$ cat src/hw/gpio_cfg_pkg.sv
/*
  Constants shared by the pin configuration bank: register indexes,
  field positions, write masks, reset values and function codes.
  Assumes an APB slave with 32-bit data, one register per aligned word.
*/
package gpio_cfg_pkg;

  // geometry
  localparam int unsigned NUM_PINS   = 6;
  localparam int unsigned ADDR_W     = 12;
  localparam int unsigned DATA_W     = 32;
  localparam int unsigned CFG_W      = 8;

  // register indexes as printed; byte address is four times the index
  localparam logic [ADDR_W-1:0] IDX_PIN_3_6  = 12'h039;
  localparam logic [ADDR_W-1:0] IDX_PIN_3_7  = 12'h03a;
  localparam logic [ADDR_W-1:0] IDX_PIN_4_0  = 12'h03b;
  localparam logic [ADDR_W-1:0] IDX_PIN_4_1  = 12'h03c;
  localparam logic [ADDR_W-1:0] IDX_PIN_4_2  = 12'h03d;
  localparam logic [ADDR_W-1:0] IDX_PIN_4_3  = 12'h03e;
  localparam logic [ADDR_W-1:0] IDX_DATA_OUT = 12'h048;
  localparam logic [ADDR_W-1:0] IDX_PIN_STATE = 12'h049;
  localparam int unsigned       IDX_SHIFT    = 2;

  // pin slots inside the bank
  localparam int unsigned PIN_3_6 = 0;
  localparam int unsigned PIN_3_7 = 1;
  localparam int unsigned PIN_4_0 = 2;
  localparam int unsigned PIN_4_1 = 3;
  localparam int unsigned PIN_4_2 = 4;
  localparam int unsigned PIN_4_3 = 5;

  // field positions
  localparam int unsigned BIT_DIR    = 0;
  localparam int unsigned BIT_INV    = 1;
  localparam int unsigned BIT_ALT    = 2;
  localparam int unsigned FN_LO      = 2;
  localparam int unsigned FN_HI      = 3;
  localparam int unsigned BIT_OD     = 7;

  // writable bits: one-bit select registers and two-bit select registers
  localparam logic [CFG_W-1:0] MASK_ONE_BIT = 8'h87;
  localparam logic [CFG_W-1:0] MASK_TWO_BIT = 8'h8f;
  localparam logic [CFG_W-1:0] CFG_RESET    = 8'h01;
  localparam logic [NUM_PINS-1:0] DATA_RESET = 6'h00;

  // two-bit function codes
  typedef enum logic [1:0] {
    FN_GPIO      = 2'h0,
    FN_CODE_01   = 2'h1,
    FN_CODE_10   = 2'h2,
    FN_CODE_11   = 2'h3
  } fn_code_t;

endpackage

$ cat src/hw/gpio_pad_cell.sv
/*
  One pad cell: applies direction, polarity and driver type to a pin.
  Assumes pin_level is already synchronised to pclk; pad outputs are
  registered so the board sees no combinational glitches.
*/
`timescale 1ns/1ps
module gpio_pad_cell (
  input  wire logic pclk,
  input  wire logic presetn,
  input  wire logic is_input,
  input  wire logic invert,
  input  wire logic open_drain,
  input  wire logic drive_value,
  input  wire logic pin_level,
  output logic      pin_out,
  output logic      pin_oe,
  output logic      fn_level
);

  logic pin_out_reg;
  logic pin_out_next;
  logic pin_oe_reg;
  logic pin_oe_next;
  logic level;

  // polarity sits between the internal function and the pin
  always_comb begin
    level    = drive_value ^ invert;
    fn_level = pin_level ^ invert;
    if (is_input) begin
      pin_out_next = 1'b0;
      pin_oe_next  = 1'b0;
    end else if (open_drain) begin
      pin_out_next = 1'b0;                          // only ever pulls low
      pin_oe_next  = ~level;
    end else begin
      pin_out_next = level;
      pin_oe_next  = 1'b1;
    end
  end

  // pad drive registers, released at reset so the pin floats
  always_ff @(posedge pclk or negedge presetn) begin
    if (!presetn) begin
      pin_out_reg <= 1'b0;
      pin_oe_reg  <= 1'b0;
    end else begin
      pin_out_reg <= pin_out_next;
      pin_oe_reg  <= pin_oe_next;
    end
  end

  assign pin_out = pin_out_reg;
  assign pin_oe  = pin_oe_reg;

endmodule

$ cat src/hw/gpio_pin_config_bank.sv
/*
  Configuration bank for general purpose pins 3.6 to 4.3 with their
  alternate functions, reached over APB.
  Assumes presetn is the standby power-on reset, hard_reset is a pulse or
  level in the pclk domain, and the pins are asynchronous to pclk.
*/
// Implementation choice: the APB slave port.
`timescale 1ns/1ps
module gpio_pin_config_bank (
  input  wire logic                                pclk,
  input  wire logic                                presetn,
  input  wire logic                                hard_reset,
  // apb slave
  input  wire logic [gpio_cfg_pkg::ADDR_W-1:0]     paddr,
  input  wire logic                                psel,
  input  wire logic                                penable,
  input  wire logic                                pwrite,
  input  wire logic [gpio_cfg_pkg::DATA_W-1:0]     pwdata,
  input  wire logic [3:0]                          pstrb,
  output logic [gpio_cfg_pkg::DATA_W-1:0]          prdata,
  output logic                                     pready,
  output logic                                     pslverr,
  // internal function sources
  input  wire logic                                keyboard_reset_out,
  input  wire logic                                gate_a20_out,
  input  wire logic                                drive_density_sel0,
  input  wire logic                                drive_density_sel1,
  input  wire logic                                power_event_req,
  // internal function sinks
  output logic                                     edge_irq2,
  output logic                                     edge_irq3,
  output logic                                     floppy_on_parallel,
  output logic                                     device_disable_lock_ctl,
  output logic                                     device_disable_ro,
  // pins
  input  wire logic [gpio_cfg_pkg::NUM_PINS-1:0]   pin_in,
  output logic      [gpio_cfg_pkg::NUM_PINS-1:0]   pin_out,
  output logic      [gpio_cfg_pkg::NUM_PINS-1:0]   pin_oe
);

  localparam int unsigned NP = gpio_cfg_pkg::NUM_PINS;
  localparam int unsigned CW = gpio_cfg_pkg::CFG_W;
  localparam int unsigned DW = gpio_cfg_pkg::DATA_W;
  localparam int unsigned AW = gpio_cfg_pkg::ADDR_W;

  // register selector decoded from a byte address
  typedef enum logic [3:0] {
    SEL_NONE,
    SEL_CFG,
    SEL_DATA_OUT,
    SEL_PIN_STATE
  } reg_sel_t;

  // decodes a byte address; slot is the pin for a config register
  function automatic reg_sel_t decode_sel(input logic [AW-1:0] addr);
    logic [AW-1:0] idx;
    idx = addr >> gpio_cfg_pkg::IDX_SHIFT;
    if (addr[gpio_cfg_pkg::IDX_SHIFT-1:0] != 2'h0) begin
      decode_sel = SEL_NONE;
    end else if (idx >= gpio_cfg_pkg::IDX_PIN_3_6 && idx <= gpio_cfg_pkg::IDX_PIN_4_3) begin
      decode_sel = SEL_CFG;
    end else if (idx == gpio_cfg_pkg::IDX_DATA_OUT) begin
      decode_sel = SEL_DATA_OUT;
    end else if (idx == gpio_cfg_pkg::IDX_PIN_STATE) begin
      decode_sel = SEL_PIN_STATE;
    end else begin
      decode_sel = SEL_NONE;
    end
  endfunction

  // slot means something only when decode_sel answers SEL_CFG
  function automatic logic [2:0] decode_slot(input logic [AW-1:0] addr);
    logic [AW-1:0] idx;
    idx = (addr >> gpio_cfg_pkg::IDX_SHIFT) - gpio_cfg_pkg::IDX_PIN_3_6;
    decode_slot = idx[2:0];
  endfunction

  // writable bits of one config register
  function automatic logic [CW-1:0] write_mask(input logic [2:0] slot);
    if (slot == 3'(gpio_cfg_pkg::PIN_4_1) || slot == 3'(gpio_cfg_pkg::PIN_4_3)) begin
      // pins 4.1 and 4.3 own the two-bit function field
      write_mask = gpio_cfg_pkg::MASK_TWO_BIT;
    end else begin
      write_mask = gpio_cfg_pkg::MASK_ONE_BIT;
    end
  endfunction

  // the two-bit function field of a config word
  function automatic logic [1:0] fn_field(input logic [CW-1:0] cfg);
    fn_field = cfg[gpio_cfg_pkg::FN_HI:gpio_cfg_pkg::FN_LO];
  endfunction

  // pin synchronisers: stage one feeds stage two only
  logic [NP-1:0] sync1_reg;
  logic [NP-1:0] sync1_next;
  logic [NP-1:0] sync2_reg;
  logic [NP-1:0] sync2_next;

  // no logic between the stages, so a metastable first stage stays contained
  always_comb begin
    sync1_next = pin_in;
    sync2_next = sync1_reg;
  end

  // both stages clear low, matching the edge history below
  always_ff @(posedge pclk or negedge presetn) begin
    if (!presetn) begin
      sync1_reg <= '0;
      sync2_reg <= '0;
    end else begin
      sync1_reg <= sync1_next;
      sync2_reg <= sync2_next;
    end
  end

  // configuration and data registers
  logic [CW-1:0] cfg_reg  [NP];
  logic [CW-1:0] cfg_next [NP];
  logic [NP-1:0] data_out_reg;
  logic [NP-1:0] data_out_next;
  logic [DW-1:0] prdata_reg;
  logic [DW-1:0] prdata_next;
  logic          err_reg;
  logic          err_next;
  logic [NP-1:0] fn_level;

  logic          setup_phase;
  logic          access_wr;
  reg_sel_t      sel;
  logic [2:0]    slot;
  logic [1:0]    fn_43;
  logic          lock_43;

  // bus phase and address decode
  assign setup_phase = psel & ~penable;
  assign access_wr   = psel & penable & pwrite & pstrb[0];
  assign sel         = decode_sel(paddr);
  assign slot        = decode_slot(paddr);
  assign fn_43       = fn_field(cfg_reg[gpio_cfg_pkg::PIN_4_3]);
  assign lock_43     = (fn_43 == gpio_cfg_pkg::FN_CODE_01);

  // register writes; only the low byte lane carries config data
  always_comb begin
    logic [CW-1:0] mask;
    logic [CW-1:0] wval;
    mask = '0;
    wval = '0;
    // every register holds unless written, except the pin 4.3 function field, which hard reset clears
    for (int i = 0; i < NP; i++) begin
      cfg_next[i] = cfg_reg[i];
    end
    data_out_next = data_out_reg;
    if (access_wr && sel == SEL_CFG) begin
      mask = write_mask(slot);
      wval = pwdata[CW-1:0] & mask;
      if (slot == 3'(gpio_cfg_pkg::PIN_4_3) && lock_43) begin
        // locked field keeps its code until reset
        wval[gpio_cfg_pkg::FN_HI:gpio_cfg_pkg::FN_LO] = gpio_cfg_pkg::FN_CODE_01;
      end
      cfg_next[slot] = wval;
    end else if (access_wr && sel == SEL_DATA_OUT) begin
      data_out_next = pwdata[NP-1:0];
    end
    // hard reset clears only the pin 4.3 function field, lock included
    if (hard_reset) begin
      cfg_next[gpio_cfg_pkg::PIN_4_3][gpio_cfg_pkg::FN_HI:gpio_cfg_pkg::FN_LO] = gpio_cfg_pkg::FN_GPIO;
    end
  end

  // standby power-on reset returns every pin to a plain input
  always_ff @(posedge pclk or negedge presetn) begin
    if (!presetn) begin
      for (int i = 0; i < NP; i++) begin
        cfg_reg[i] <= gpio_cfg_pkg::CFG_RESET;
      end
      data_out_reg <= gpio_cfg_pkg::DATA_RESET;
    end else begin
      for (int i = 0; i < NP; i++) begin
        cfg_reg[i] <= cfg_next[i];
      end
      data_out_reg <= data_out_next;
    end
  end

  // read data captured in setup so the access phase needs no wait state
  always_comb begin
    prdata_next = prdata_reg;
    err_next    = err_reg;
    if (setup_phase) begin
      // write setups load it too; nobody samples it then
      prdata_next = '0;
      err_next    = 1'b0;
      if (sel == SEL_CFG) begin
        prdata_next[CW-1:0] = cfg_reg[slot];
      end else if (sel == SEL_DATA_OUT) begin
        prdata_next[NP-1:0] = data_out_reg;
      end else if (sel == SEL_PIN_STATE) begin
        prdata_next[NP-1:0] = fn_level;
      end else begin
        err_next = 1'b1;
      end
    end
  end

  // read data and error held for the whole access phase
  always_ff @(posedge pclk or negedge presetn) begin
    if (!presetn) begin
      prdata_reg <= '0;
      err_reg    <= 1'b0;
    end else begin
      prdata_reg <= prdata_next;
      err_reg    <= err_next;
    end
  end

  // zero wait states: the data was ready one cycle early
  assign prdata  = prdata_reg;
  assign pready  = 1'b1;
  assign pslverr = psel & penable & err_reg;

  // effective pad controls and the value each pin drives
  logic [NP-1:0] eff_input;
  logic [NP-1:0] eff_invert;
  logic [NP-1:0] eff_od;
  logic [NP-1:0] drive_val;
  logic [1:0]    fn_41;

  // pin 4.1 function field, shared by the pad mux and the edge logic
  assign fn_41 = fn_field(cfg_reg[gpio_cfg_pkg::PIN_4_1]);

  always_comb begin
    // plain GPIO path first; a selected function then takes over its pin
    for (int i = 0; i < NP; i++) begin
      eff_input[i]  = cfg_reg[i][gpio_cfg_pkg::BIT_DIR];
      eff_invert[i] = cfg_reg[i][gpio_cfg_pkg::BIT_INV];
      eff_od[i]     = cfg_reg[i][gpio_cfg_pkg::BIT_OD];
      drive_val[i]  = data_out_reg[i];
    end
    if (cfg_reg[gpio_cfg_pkg::PIN_3_6][gpio_cfg_pkg::BIT_ALT]) begin
      drive_val[gpio_cfg_pkg::PIN_3_6] = keyboard_reset_out;
    end
    if (cfg_reg[gpio_cfg_pkg::PIN_3_7][gpio_cfg_pkg::BIT_ALT]) begin
      drive_val[gpio_cfg_pkg::PIN_3_7] = gate_a20_out;
    end
    if (cfg_reg[gpio_cfg_pkg::PIN_4_0][gpio_cfg_pkg::BIT_ALT]) begin
      drive_val[gpio_cfg_pkg::PIN_4_0] = drive_density_sel0;
    end
    if (fn_41 == gpio_cfg_pkg::FN_CODE_01) begin
      drive_val[gpio_cfg_pkg::PIN_4_1] = drive_density_sel1;
    end
    if (cfg_reg[gpio_cfg_pkg::PIN_4_2][gpio_cfg_pkg::BIT_ALT]) begin
      // request is active high inside; uninverted the pin idles high
      drive_val[gpio_cfg_pkg::PIN_4_2] = ~power_event_req;
    end
    if (lock_43) begin
      // device-disable control forces a plain non-inverted input
      eff_input[gpio_cfg_pkg::PIN_4_3]  = 1'b1;
      eff_invert[gpio_cfg_pkg::PIN_4_3] = 1'b0;
    end
  end

  // one pad cell per pin
  for (genvar g = 0; g < NP; g++) begin : g_pad
    gpio_pad_cell u_pad (
      .pclk        (pclk),
      .presetn     (presetn),
      .is_input    (eff_input[g]),
      .invert      (eff_invert[g]),
      .open_drain  (eff_od[g]),
      .drive_value (drive_val[g]),
      .pin_level   (sync2_reg[g]),
      .pin_out     (pin_out[g]),
      .pin_oe      (pin_oe[g]),
      .fn_level    (fn_level[g])
    );
  end

  // either-edge interrupt detection and input function outputs
  logic [NP-1:0] prev_reg;
  logic [NP-1:0] prev_next;
  logic          irq2_reg;
  logic          irq2_next;
  logic          irq3_reg;
  logic          irq3_next;
  logic          fpp_reg;
  logic          fpp_next;
  logic          ddro_reg;
  logic          ddro_next;
  logic [NP-1:0] toggled;

  // edges come from the synced pin before polarity: either-edge detection
  // does not care, and a polarity write then cannot fake an interrupt
  always_comb begin
    prev_next = sync2_reg;
    toggled   = sync2_reg ^ prev_reg;
    // pulses last one cycle and only while the function field selects them
    irq2_next = (fn_41 == gpio_cfg_pkg::FN_CODE_10) & toggled[gpio_cfg_pkg::PIN_4_1];
    irq3_next = (fn_43 == gpio_cfg_pkg::FN_CODE_11) & toggled[gpio_cfg_pkg::PIN_4_3];
    // the floppy feed is a level and does follow polarity
    fpp_next  = (fn_43 == gpio_cfg_pkg::FN_CODE_10) & fn_level[gpio_cfg_pkg::PIN_4_3];
    // high pin means the device-disable register is read-only
    ddro_next = lock_43 & sync2_reg[gpio_cfg_pkg::PIN_4_3];
  end

  // history resets low like the synchroniser, so no false edge after reset
  always_ff @(posedge pclk or negedge presetn) begin
    if (!presetn) begin
      prev_reg <= '0;
      irq2_reg <= 1'b0;
      irq3_reg <= 1'b0;
      fpp_reg  <= 1'b0;
      ddro_reg <= 1'b0;
    end else begin
      prev_reg <= prev_next;
      irq2_reg <= irq2_next;
      irq3_reg <= irq3_next;
      fpp_reg  <= fpp_next;
      ddro_reg <= ddro_next;
    end
  end

  // pulses and levels leave from registers; the lock flag from its field
  assign edge_irq2               = irq2_reg;
  assign edge_irq3               = irq3_reg;
  assign floppy_on_parallel      = fpp_reg;
  assign device_disable_lock_ctl = lock_43;
  assign device_disable_ro       = ddro_reg;

endmodule
$ cat config.mk
export PLATFORM = sky130hd
export DESIGN_NAME = gpio_pin_config_bank
export DESIGN_NICKNAME = d
export VERILOG_FILES = /design/src/hw/gpio_cfg_pkg.sv /design/src/hw/gpio_pad_cell.sv /design/src/hw/gpio_pin_config_bank.sv
export SDC_FILE = /design/constraint.sdc
export NUM_CORES = 1
export LEC_CHECK = 0
export BUFFER_PORTS_ARGS = -buffer_cell sky130_fd_sc_hd__buf_2
export CAP_MARGIN = 10
export CELL_PAD_IN_SITES_DETAIL_PLACEMENT = 1
export CELL_PAD_IN_SITES_GLOBAL_PLACEMENT = 2
export CORE_AREA = 2 2 116 118
export DETAILED_ROUTE_END_ITERATION = 12
export DIE_AREA = 0 0 118 120
export GPL_TIMING_DRIVEN = 0
export PLACE_DENSITY_LB_ADDON = 0.1
export SLEW_MARGIN = 5
export SYNTH_ARGS = -nofsm -noshare
export SYNTH_HDL_FRONTEND = slang
export SYNTH_SLANG_ARGS = --single-unit
$ cat constraint.sdc
create_clock -name pclk -period 1.4 [get_ports pclk]
set_input_delay 0.21 -clock pclk [delete_from_list [all_inputs] [get_ports pclk]]
set_output_delay 0.21 -clock pclk [all_outputs]
set_load 0.005 [all_outputs]
Yosys cells after proc, flatten, opt, wreduce, memory -nomap -nowiden --
Cells that the tools add are included.
Storage, ports and cells: output and inout bits 51, register bits 97
Operators by class: add/sub/neg operators 1, reduce and logical (&&, ||, !) cells 9, eq/ne operators 12, bitwise logic cells 33, $lt $le $gt $ge 4, mux-type cells 54
Operators with widths (count):
- $bwmux 48 | 1
- $mux 1 | 34
- $mux 8 | 4
- $bmux 8 s3 | 1
- $demux 8 s3 | 1
- $eq 10x7->1 const B | 2
- $mux 6 | 3
- $mux 2 | 8
- $xor 1x1->1 | 12
- $ge 10x6->1 const B | 1
- $le 10x6->1 const B | 1
- $and 1x1->1 | 9
- $not 1->1 | 9
- $and 8x8->8 | 1
- $eq 4x2->1 const B | 2
- $mux 4 | 2
- $eq 2x2->1 const B | 3
- $xor 6x6->6 | 1
- $logic_and 1x1->1 | 5
- $eq 2x1->1 const B | 2
- $eq 4x1->1 const B | 1
- $ge 4x4->1 const B | 1
- $lt 4x1->1 const B | 1
- $not 3->4 | 1
- 6 further kinds | 7

Depth between registers and ports, before layout --
depth in word-level cells 14, depth in mapped cells 10, mapped depth without buffers 7

By module --
Synthesis repeated with hierarchy kept, for this count alone.
Unflattened totals: cell total of the unflattened synthesis 294, area total of the unflattened synthesis 3681.0 sq um
Modules (own cells, without submodules):
- gpio_pin_config_bank | cells each 258, area each 3170.5 sq um, times used 1, seq. area each 1559.0 sq um
- gpio_pad_cell | cells each 6, area each 85.1 sq um, times used 6, seq. area each 50.0 sq um

Worst setup path after synthesis --
Ideal clock, no wire load.
path kind input to register, from input paddr[2] in the netlist's numbering, to register cfg_reg[25] in the netlist's numbering, slack -1.522 ns, library setup time 0.125 ns, stages on the path 10, arrival time 2.797 ns, buffers on the path 3, path through clkbuf_1 inv_1 ha_1 buf_2 o21ba_2 and2_1 or4_4 or3_1 buf_2 mux2_4
On the way: longest elaborated chain between the ends 7, elaborated cells on any way between the ends 19, classes of those cells add/sub: 1; order compare: 4; eq/ne: 3; mux: 7; bitwise: 1; reduce/logical: 3
Ends and longest elaborated chain:
- start, declared | line gpio_pin_config_bank.sv:14 | input wire logic [gpio_cfg_pkg::ADDR_W-1:0] paddr,
- $sub 3x1->3 / $eq 10x7->1 (equally long branches) | line gpio_pin_config_bank.sv:74, gpio_pin_config_bank.sv:64
- $not 3->4 (implied by the code) / $mux 2 (equally long branches) | line gpio_pin_config_bank.sv:160, gpio_pin_config_bank.sv:64
- $ge 4x4->1 (implied by the code) (tied with other cells) | line gpio_pin_config_bank.sv:160 | cfg_next[slot] = wval;
- $logic_and 1x1->1 (implied by the code) / $mux 2 (equally long branches) | line gpio_pin_config_bank.sv:160, gpio_pin_config_bank.sv:60
- $mux 8 (implied by the code) / $mux 2 (equally long branches) | line gpio_pin_config_bank.sv:160, gpio_pin_config_bank.sv:58
- $demux 8 s3 / $eq 4x1->1 (equally long branches) | line gpio_pin_config_bank.sv:160, gpio_pin_config_bank.sv:153
- $bwmux 48 / $logic_and 1x1->1 (equally long branches) | line gpio_pin_config_bank.sv:160, gpio_pin_config_bank.sv:153
- end signal, assigned by index | line gpio_pin_config_bank.sv:174 | cfg_reg[i] <= gpio_cfg_pkg::CFG_RESET;
- end signal, assigned by index | line gpio_pin_config_bank.sv:179 | cfg_reg[i] <= cfg_next[i];
- end, declared | line gpio_pin_config_bank.sv:117 | logic [CW-1:0] cfg_reg [NP];
Parallel ways exist; a longest one is shown, timed or not. A chain may end at the register's enable or synchronous reset.

Worst setup path in the final report --
from input paddr[2] in the netlist's numbering, to register cfg_reg[10] in the netlist's numbering
The elaborated chain is that of the path after synthesis.

==> qor.yml <==
run_status:
  status: "complete, but fails checks"
  violations: "negative setup slack"
logic_synthesis:
  synth_top_family_by_area: "multiplexers"
  yosysWarnings: 0
  synth-adder-area-share_pct: 1.357
  async_flop_share_pct: 100.0
  ys.flop_type: "dfrtp_1"
  synth_compound_area_share_pct: 8.042
  synth_cell_types: 49
  synthCells: 310
  synth.area.mux_share_pct: 14.69
  synth-simple-area-share_pct: 12.39
  syn_area_per_cell_sq_um: 11.89
  syn-cell-area_sq_mm: 0.003687
  seq_area_frac_synth_pct: 50.42
  ys_ff_latch: 74
  synthXorXnorAreaFrac_pct: 4.038
  synth_edf_count: 0
route:
  drt_iter0_markers: 104
  routedWlPerCell_um: 17.13
  drc: 0
  vias: 2709
  drt-pass1-iter-count: 5
  via_per_inst: 4.362
  postRouteAntennaNets: 0
  drt-total-wl_um: 10640
clock_network:
  cts_max_level: 3
  numCtsBuffers: 9
  clk_pin_slew_ns: 0.06
  insertion_delay_ns: 0.33
  root_buffer: "clkbuf_16"
  tritoncts: "yes"
  clock_sinks: 74
  cts_max_path_buffers: 2
placed_design:
  gp_congestion: 0.7421
  io_buffers: 61
  place_ws_ns: -1.600
  post-dp-hpwl_um: 7311
timing:
  relSlewSlack_pct: 59.24
  fin_crit_sh_pct: 151.7
  tightest_slew_ns: 0.6102
  layout_setup_ws_ns: -0.7234
  drv_slew: 0
  finalSetupViolCount: 43
  fin_crit_ns: 2.123
  finClkSkew_ns: 0.007969
  hold_viol_final: 0
  fmax_ghz: 0.4709
  rsz0062_at_grt: "true"
power:
  powerDensity_mw_per_mm2: 995.8
  vdd_drop_max_mv: 0.3862
  leakagePower_nw: 2.556
setup_path:
  critical_path.max_stage_delay_ns: 0.61
  cp_top_family: "simple AND/OR/NAND/NOR gates"
  required_ns: 1.62
  start_kind: "input pin"
  crit_path_end_kind: "flop"
  path_buf_inv: 3
  rr_worst_depth: 5
  cp-startpoint: "paddr[2]"
  worst-r2r-setup-slack_ns: -0.03
  cp_max_fo: 5
  r2r-start: "cfg_reg[3]"
  crit_chain: "buf_8 > clkbuf_16 > inv_8 > ha_4 > or3b_4 > o211ai_4 > or4_4 > or3_4 > mux2_4"
  rr_endpoint: "cfg_reg[35]"
  critPathKind: "in -> reg"
  slowest_stage: "or4_4"
  worstPathArrival_ns: 2.34
floorplan:
  die_area_sq_mm: 0.01416
  row_count: 42
  io_pins: 116
  die_w_um: 118
  initial_core_util_pct: 28.41
  fp.dieH_um: 120
  core_area_sq_mm: 0.01298
worst_hold_path:
  worstHoldPathCells: 2
  holdPathEnd: "cfg_reg[2]"
  hold_class: "in -> reg"
  hold_start: "hard_reset"
layout:
  syn2layout_area_growth_pct: 47.47
  finalNetCount: 509
  drive_above_1_share_pct: 50.56
  post-route-util_pct: 41.89
  largest_reg_flops: 30
  fill_cells: 1413
  antennaDiodeCount: 0
global_routing:
  grt_pass1_vias: 2902
  grtUsageTotal_pct: 15.57
  grt_overflow_total: 0
  grt_max_degree: 43
  grt_antenna_before_repair: 0
  grt_pass1_wl_um: 16620
job:
  drv_cap: 0
==> cells by family after synthesis <==
group / after synthesis
fa+ha+maj: 4
xor+xnor: 17
simple gates: 78
flops: 74
mux: 46
compound gates: 41
other cells: 2
buf+inv: 48
==> final cells by class <==
type | count | area [sq um] | share of cell area (%)
clock buffer | 12 | 246.5 | 4.533
sequential | 74 | 1859 | 34.19
inverter | 3 | 18.77 | 0.3451
timing repair buffer | 98 | 705.7 | 12.98
tap | 176 | 220.2 | 4.050
multi-input combinational | 212 | 1942 | 35.71
clock inverter | 4 | 98.84 | 1.818
buffer | 42 | 346.6 | 6.374
==> where the power goes <==
group / switching [mW] / leakage [nW] / internal [mW]
combinational: 0.285 / 1.44 / 0.262
sequential: 0.0132 / 0.946 / 2.16
clock: 0.895 / 0.167 / 1.80
==> worst max path at each step <==
stage             endpoint  slack [ns]  cells past startpoint
4_1_cts        cfg_reg[23]       -0.73                     11
3_3_place_gp   cfg_reg[19]       -1.55                      9
5_1_grt        cfg_reg[34]       -0.75                     11
2_1_floorplan  cfg_reg[25]       -1.07                     10
3_5_place_dp   cfg_reg[17]       -1.60                      9
6_report       cfg_reg[10]       -0.72                      9
==> metrics by stage <==
stage / hold slack [ns] / cell area [sq um] / setup TNS, ns / instances / power, mW
finish: 0.04551 / 5438 / -23.86 / 621 / 5.415
global route: 0.03910 / 5438 / -25.96 / 621 / 5.602
global placement: 0.3201 / 4382 / -87.29 / 571 / 2.589
detailed placement: 0.2021 / 4412 / -57.84 / 572 / 2.603
floorplan: -0.08559 / 3856 / -33.07 / 334 / 2.418
CTS: 0.03617 / 5310 / -22.64 / 615 / 5.457
==> cells in the mapped netlist (2+ instances only) <==
| cell type | instances | area [sq um] |
|---|---|---|
| a211oi_1 | 3 | 22.52 |
| dfrtp_1 | 68 | 1702 |
| nor2b_1 | 6 | 37.54 |
| clkbuf_1 | 2 | 7.510 |
| xnor2_1 | 9 | 78.83 |
| xor2_1 | 8 | 70.07 |
| nor3_2 | 4 | 40.04 |
| o22ai_1 | 3 | 18.77 |
| inv_1 | 3 | 11.26 |
| and2_1 | 8 | 50.05 |
| nor3b_1 | 7 | 52.55 |
| o31ai_1 | 5 | 37.54 |
| nand4_1 | 2 | 12.51 |
| nand2_1 | 20 | 75.07 |
| ha_1 | 4 | 50.05 |
| nor2_1 | 8 | 30.03 |
| mux2_1 | 4 | 45.04 |
| mux2i_1 | 14 | 140.1 |
| buf_4 | 38 | 285.3 |
| or3_1 | 3 | 18.77 |
| mux2_4 | 8 | 120.1 |
| buf_1 | 2 | 7.510 |
| nand3b_1 | 2 | 15.01 |
| nand2b_1 | 6 | 37.54 |
| conb_1 | 2 | 7.510 |
| buf_2 | 3 | 15.01 |
| and3_1 | 3 | 18.77 |
| dfstp_2 | 6 | 157.7 |
| o21ai_0 | 4 | 20.02 |
| nor3_1 | 4 | 20.02 |
| mux2_2 | 19 | 214.0 |
| a21oi_1 | 13 | 65.06 |
| a31oi_1 | 3 | 18.77 |
==> layer usage <==
| layer | routed length, um | vias to the layer above | share of wire (%) | GRT usage [%] |
|---|---|---|---|---|
| met5 | 0 | - | 0 | 0 |
| met4 | 129 | 0 | 1.2 | 4.217 |
| met3 | 432 | 9 | 4.1 | 3.897 |
| met2 | 5105 | 66 | 48 | 25.22 |
| met1 | 4970 | 1356 | 47 | 20.79 |
| li1 | - | 1278 | - | - |
==> cell usage in the layout, fill, tap and decap left out, types with 4 or more instances in the layout <==
master / instances
conb_1: 26
dfrtp_1: 68
buf_4: 58
mux2_2: 4
buf_6: 8
and2_1: 5
nor3_4: 4
dfstp_2: 6
nor3b_1: 7
xor2_1: 7
mux2_4: 27
nand2_1: 20
nor2_1: 6
nand2b_1: 5
buf_2: 57
clkbuf_16: 11
xnor2_1: 8
dlygate4sd3_1: 7
nor2b_1: 6
a21oi_1: 7
o31ai_1: 5
mux2i_1: 12
==> repair_timing <==
item,CTS,global route
setup endpoints to repair,45,46
hold buffers,7,0
resized for setup,69,16
pin swaps,15,7
endpoints found under the hold margin,33,0
setup buffers,23,6
No activity file was read; power rests on OpenSTA's default activity.
